**config.mk**
```make
export PLATFORM = sky130hd
export DESIGN_NAME = bcd_check
export DESIGN_NICKNAME = d
export VERILOG_FILES = /design/src/rtl/bcd_check.sv
export SDC_FILE = /design/constraint.sdc
export NUM_CORES = 1
export LEC_CHECK = 0
export BUFFER_PORTS_ARGS = -buffer_cell sky130_fd_sc_hd__buf_2
export CAP_MARGIN = 20
export CORE_MARGIN = 5
export CORE_UTILIZATION = 43
export DETAILED_ROUTE_END_ITERATION = 10
export GPL_TIMING_DRIVEN = 0
export PLACE_DENSITY = 0.87
export REMOVE_ABC_BUFFERS = 1
export SYNTH_ARGS = -nofsm -noshare
export SYNTH_HDL_FRONTEND = slang
export SYNTH_SLANG_ARGS = --single-unit
```
**constraint.sdc**
```tcl
create_clock -name vclk -period 2.2
set_clock_uncertainty 0.15 [all_clocks]
set_input_delay 0.44 -clock vclk [all_inputs]
set_output_delay 0.44 -clock vclk [all_outputs]
set_load 0.1 [all_outputs]
```
**src/rtl/bcd_check.sv**
```systemverilog
// combinational BCD validity and value check of one 4-digit word
// assumes data is packed as four BCD nibbles
`timescale 1ns/1ps
module bcd_check #(
  parameter int DIGITS = 4
) (
  input wire logic [4*DIGITS-1:0] value_i,
  input wire logic [4*DIGITS-1:0] low_i,
  input wire logic [4*DIGITS-1:0] high_i,
  output logic ok_o
);
  logic [DIGITS-1:0] digit_ok;
  genvar g;
  generate
    for (g = 0; g < DIGITS; g++) begin : g_dig
      assign digit_ok[g] = (value_i[4*g+3 -: 4] <= 4'h9);
    end
  endgenerate
  // whole-word binary compare is fine since BCD keeps ordering
  assign ok_o = (&digit_ok) && (value_i >= low_i) && (value_i <= high_i);
endmodule

```
==> impl.org <==
** Timing
- Post-route clock period utilization :: 1.193
- The final hold violation count is 0.
- Worst slew slack as a fraction of its limit :: 0.7869
- Setup violations remaining at the end of the flow were counted as 1.
- In the final timing run, aggregate negative setup slack is -0.4255 ns.
- Smallest setup slack after layout :: -0.4255 ns
- Time the worst path needs with I/O delays and setup :: around 2.6 ns
- The max-slew violation count is 0.
- Based on the critical path, the design can be clocked at up to 380.9 MHz.
- Slew of the pin with the lowest slew margin :: roughly 0.32 ns
- Setup repair after global routing could not meet its margin everywhere.

** Worst setup path
- STA classifies the critical path startpoint as an input port.
- Grouping stages by cell kind, the critical path spends the most delay in compound AO/OA/AOI/OAI gates.
- Max FO, Critical Path :: 3
- Critical-path top delay cell :: a221o_1
- For the worst setup path, the data arrival time is approximately 2.0 ns.
- Worst Path Required :: about 1.6 ns
- By startpoint and endpoint, the worst setup path is classified as in2out.
- Worst stage delay on the critical path :: around 0.31 ns
- The worst setup path is captured at a primary output.
- The signal on the critical path passes through buf_8, ha_4, and3_4, a221o_1, a31oi_1, o2111ai_1, a22oi_2, buf_12.
- Number of buffers and inverters on the critical path :: 2

** Min path
- Worst Hold Class :: in2out

** Floorplanning
- For this configuration, the core starts out at a cell density of 0.4453.
- Core ar. :: 1922 um^2
- Full die area :: roughly 3000 um^2
- Horizontal die dimension :: between 50 and 60 um
- Top-level port count :: roughly 50
- The die is 54.61 um tall.
- Number of rows in the core area :: 16

** Global route
- Largest net degree at the start of global routing :: 5
- Antenna violations before repair :: 0
- Global Route Usage Sum :: 0.1566
- The first global-routing pass estimated 3650 um of wire.
- Number of global-route vias before repair :: between 900 and 1000
- Remaining global-route overflow :: 0

** Place
- Summed over all nets, the half-perimeter wirelength after detailed placement is just over 2000 um.
- Post-place setup slack :: -0.7452 ns
- Port buffering added 49 buffers.
- Final weighted congestion of routability-driven global placement :: about 0.82

** Pwr
- Leakage component of the power :: a little over 0.7 nW
- Power Internal :: 0.0001093 W
- Pwr Density :: approximately 170 nW/um^2
- For this design the total switching power over the nets is approximately 0.0001 W.
- VDD sags by at most about 0.000095 V.
- Of the total power, the clock network draws 0.
- The share of total power dissipated in sequential elements is 0.
- The share of total power dissipated in combinational logic is 1.000.
- Of the total power, the share spent switching nets is 0.4828.

** Routing
- DRT Pass-1 Iters :: 4
- In this run, the number of DRC markers left after iteration 0 of detailed routing was 4.
- Residual DRC count :: 0
- Antenna Violating Nets Remaining :: 0
- Overall routed net length :: 2358 um
- Via/cell ratio :: 5.174
- The final route contains between 900 and 1000 vias.
- In the final routed layout, each cell accounts on average for between 10 and 15 um.

** Yosys
- Library cell with the highest instance count after synthesis :: ha_1
- Most frequent cells after synthesis :: ha_1, inv_1, a21oi_1, nand4_1, nand3_1
- Share of synthesized area occupied by flip-flops and latches :: 0
- The average instance in the mapped netlist occupies between 7 and 8 um^2.
- Top-area cell type share of the netlist area :: 0.4678
- Number of synthesis warnings :: 0
- Summing every instance area after synthesis gives 855.8 um^2.
- Most area-hungry cell type in the Yosys netlist :: ha_1
- Sorting the synthesized cells by area gives the leading types as ha_1, inv_1, nand4_1, a21oi_1, nand3_1.
- Number of distinct standard cells referenced by the synthesized netlist :: 25
- Synthesis handed over a netlist of approximately 110 instances.

** Finish
- Sequential cell area in the final layout :: 0 um^2
- Final antenna diode count :: 0
- Clock buf count :: 0
- Relative to the synthesized area, the layout overhead comes to 44.74%.
- Layout cell share with drive strength beyond 1 :: 0.4110
- Net count of the finished layout :: ~250
- Seq_cells :: 0
- After filler insertion, the fill cell instance count of the layout stands at around 180.

** Outcome
- The checks that failed: setup timing.
- The run finished, with violations left.

** Job
- Number of max-capacitance violations reported :: 0

** Clock network
- For this design, the CTS-stage hold fixing added 0 buffers.
-- what timing repair did --
action                                  4_1_cts  5_1_grt
endpoints found under the setup margin        1        1
pin swaps                                     7        3
buffers inserted                              2        0
resized for setup                            16        4
-- power by group through the flow --
stage               registers [W]  logic [W]  clock network [W]
floorplan                       0   0.000111                  0
global placement                0   0.000176                  0
detailed placement              0   0.000188                  0
CTS                             0   0.000208                  0
global route                    0   0.000237                  0
finish                          0   0.000211                  0
-- path summary, 6_finish.rpt --
kind	from	to	slack, ns	depth (start not counted)
max	value_i[9]	ok_o	-0.43	8
min	value_i[9]	ok_o	1.33	6
-- cells by family (layout without fill, tap and decap cells) --
| kind of cell | count (synthesis) | in the layout | share of synthesized area |
|---|---|---|---|
| AOI/OAI and AO/OA | 26 | 26 | 0.2076 |
| adders and majority gates | 32 | 32 | 0.4678 |
| and+or+nand+nor | 23 | 23 | 0.1886 |
| buffers and inverters | 31 | 82 | 0.1360 |
-- metrics by stage --
stage / std cells / utilization / power [W] / hold slack [ns] / cell area [um^2]
3_3_place_gp: 188 / 0.5905 / 0.0001765 / 1.444 / 1135
6_report: 190 / 0.6445 / 0.0002113 / 1.333 / 1239
5_1_grt: 190 / 0.6445 / 0.0002375 / 1.383 / 1239
2_1_floorplan: 112 / - / 0.0001113 / 1.259 / 855.8
3_5_place_dp: 188 / 0.5905 / 0.0001882 / 1.449 / 1135
4_1_cts: 190 / 0.6387 / 0.0002079 / 1.348 / 1227
-- routing by layer --
layer	track usage	wire length, um	vias up
li1	-	-	506
met1	0.1763	894	433
met2	0.3189	1287	38
met3	0.01090	165	6
met4	0.01660	11	0
met5	0	0	-
-- layout by cell type, fill, tap and decap left out --
master,synthesis,layout
nand2_1,1,1
buf_4,0,3
o2111ai_1,1,1
inv_2,0,1
inv_4,0,2
o211ai_1,2,2
ha_1,32,29
nand2b_1,1,1
and3_4,1,1
ha_4,0,3
buf_12,0,1
a21oi_1,8,7
a2111oi_2,1,1
a21o_1,1,1
nor2b_2,1,1
nand4_1,7,7
o21ai_1,4,4
a21oi_2,0,1
o21ai_0,2,2
and4_1,2,1
a21o_2,2,2
buf_2,0,44
a221o_1,1,1
nor2_1,2,2
or3_4,1,1
buf_6,0,2
inv_1,31,28
and4_4,0,1
nand2_8,1,1
nor2b_1,1,1
a22oi_2,1,1
nand3_1,5,5
buf_8,0,1
a211oi_1,2,2
a31oi_1,1,1
-- final cells by class --
class	count	area, um^2	share of cell area
repair buffers	51	300.3	0.2424
multi-input cells	81	783.3	0.6323
inverters	31	121.4	0.09798
well taps	27	33.78	0.02727
-- worst min-delay path: stages --
cell,delay (ns)
buf_8,0.08
o21ai_1,0.07
nand4_1,0.09
or3_4,0.13
a22oi_2,0.06
buf_12,0.17
Note: power is estimated with default switching activity, not from simulation.
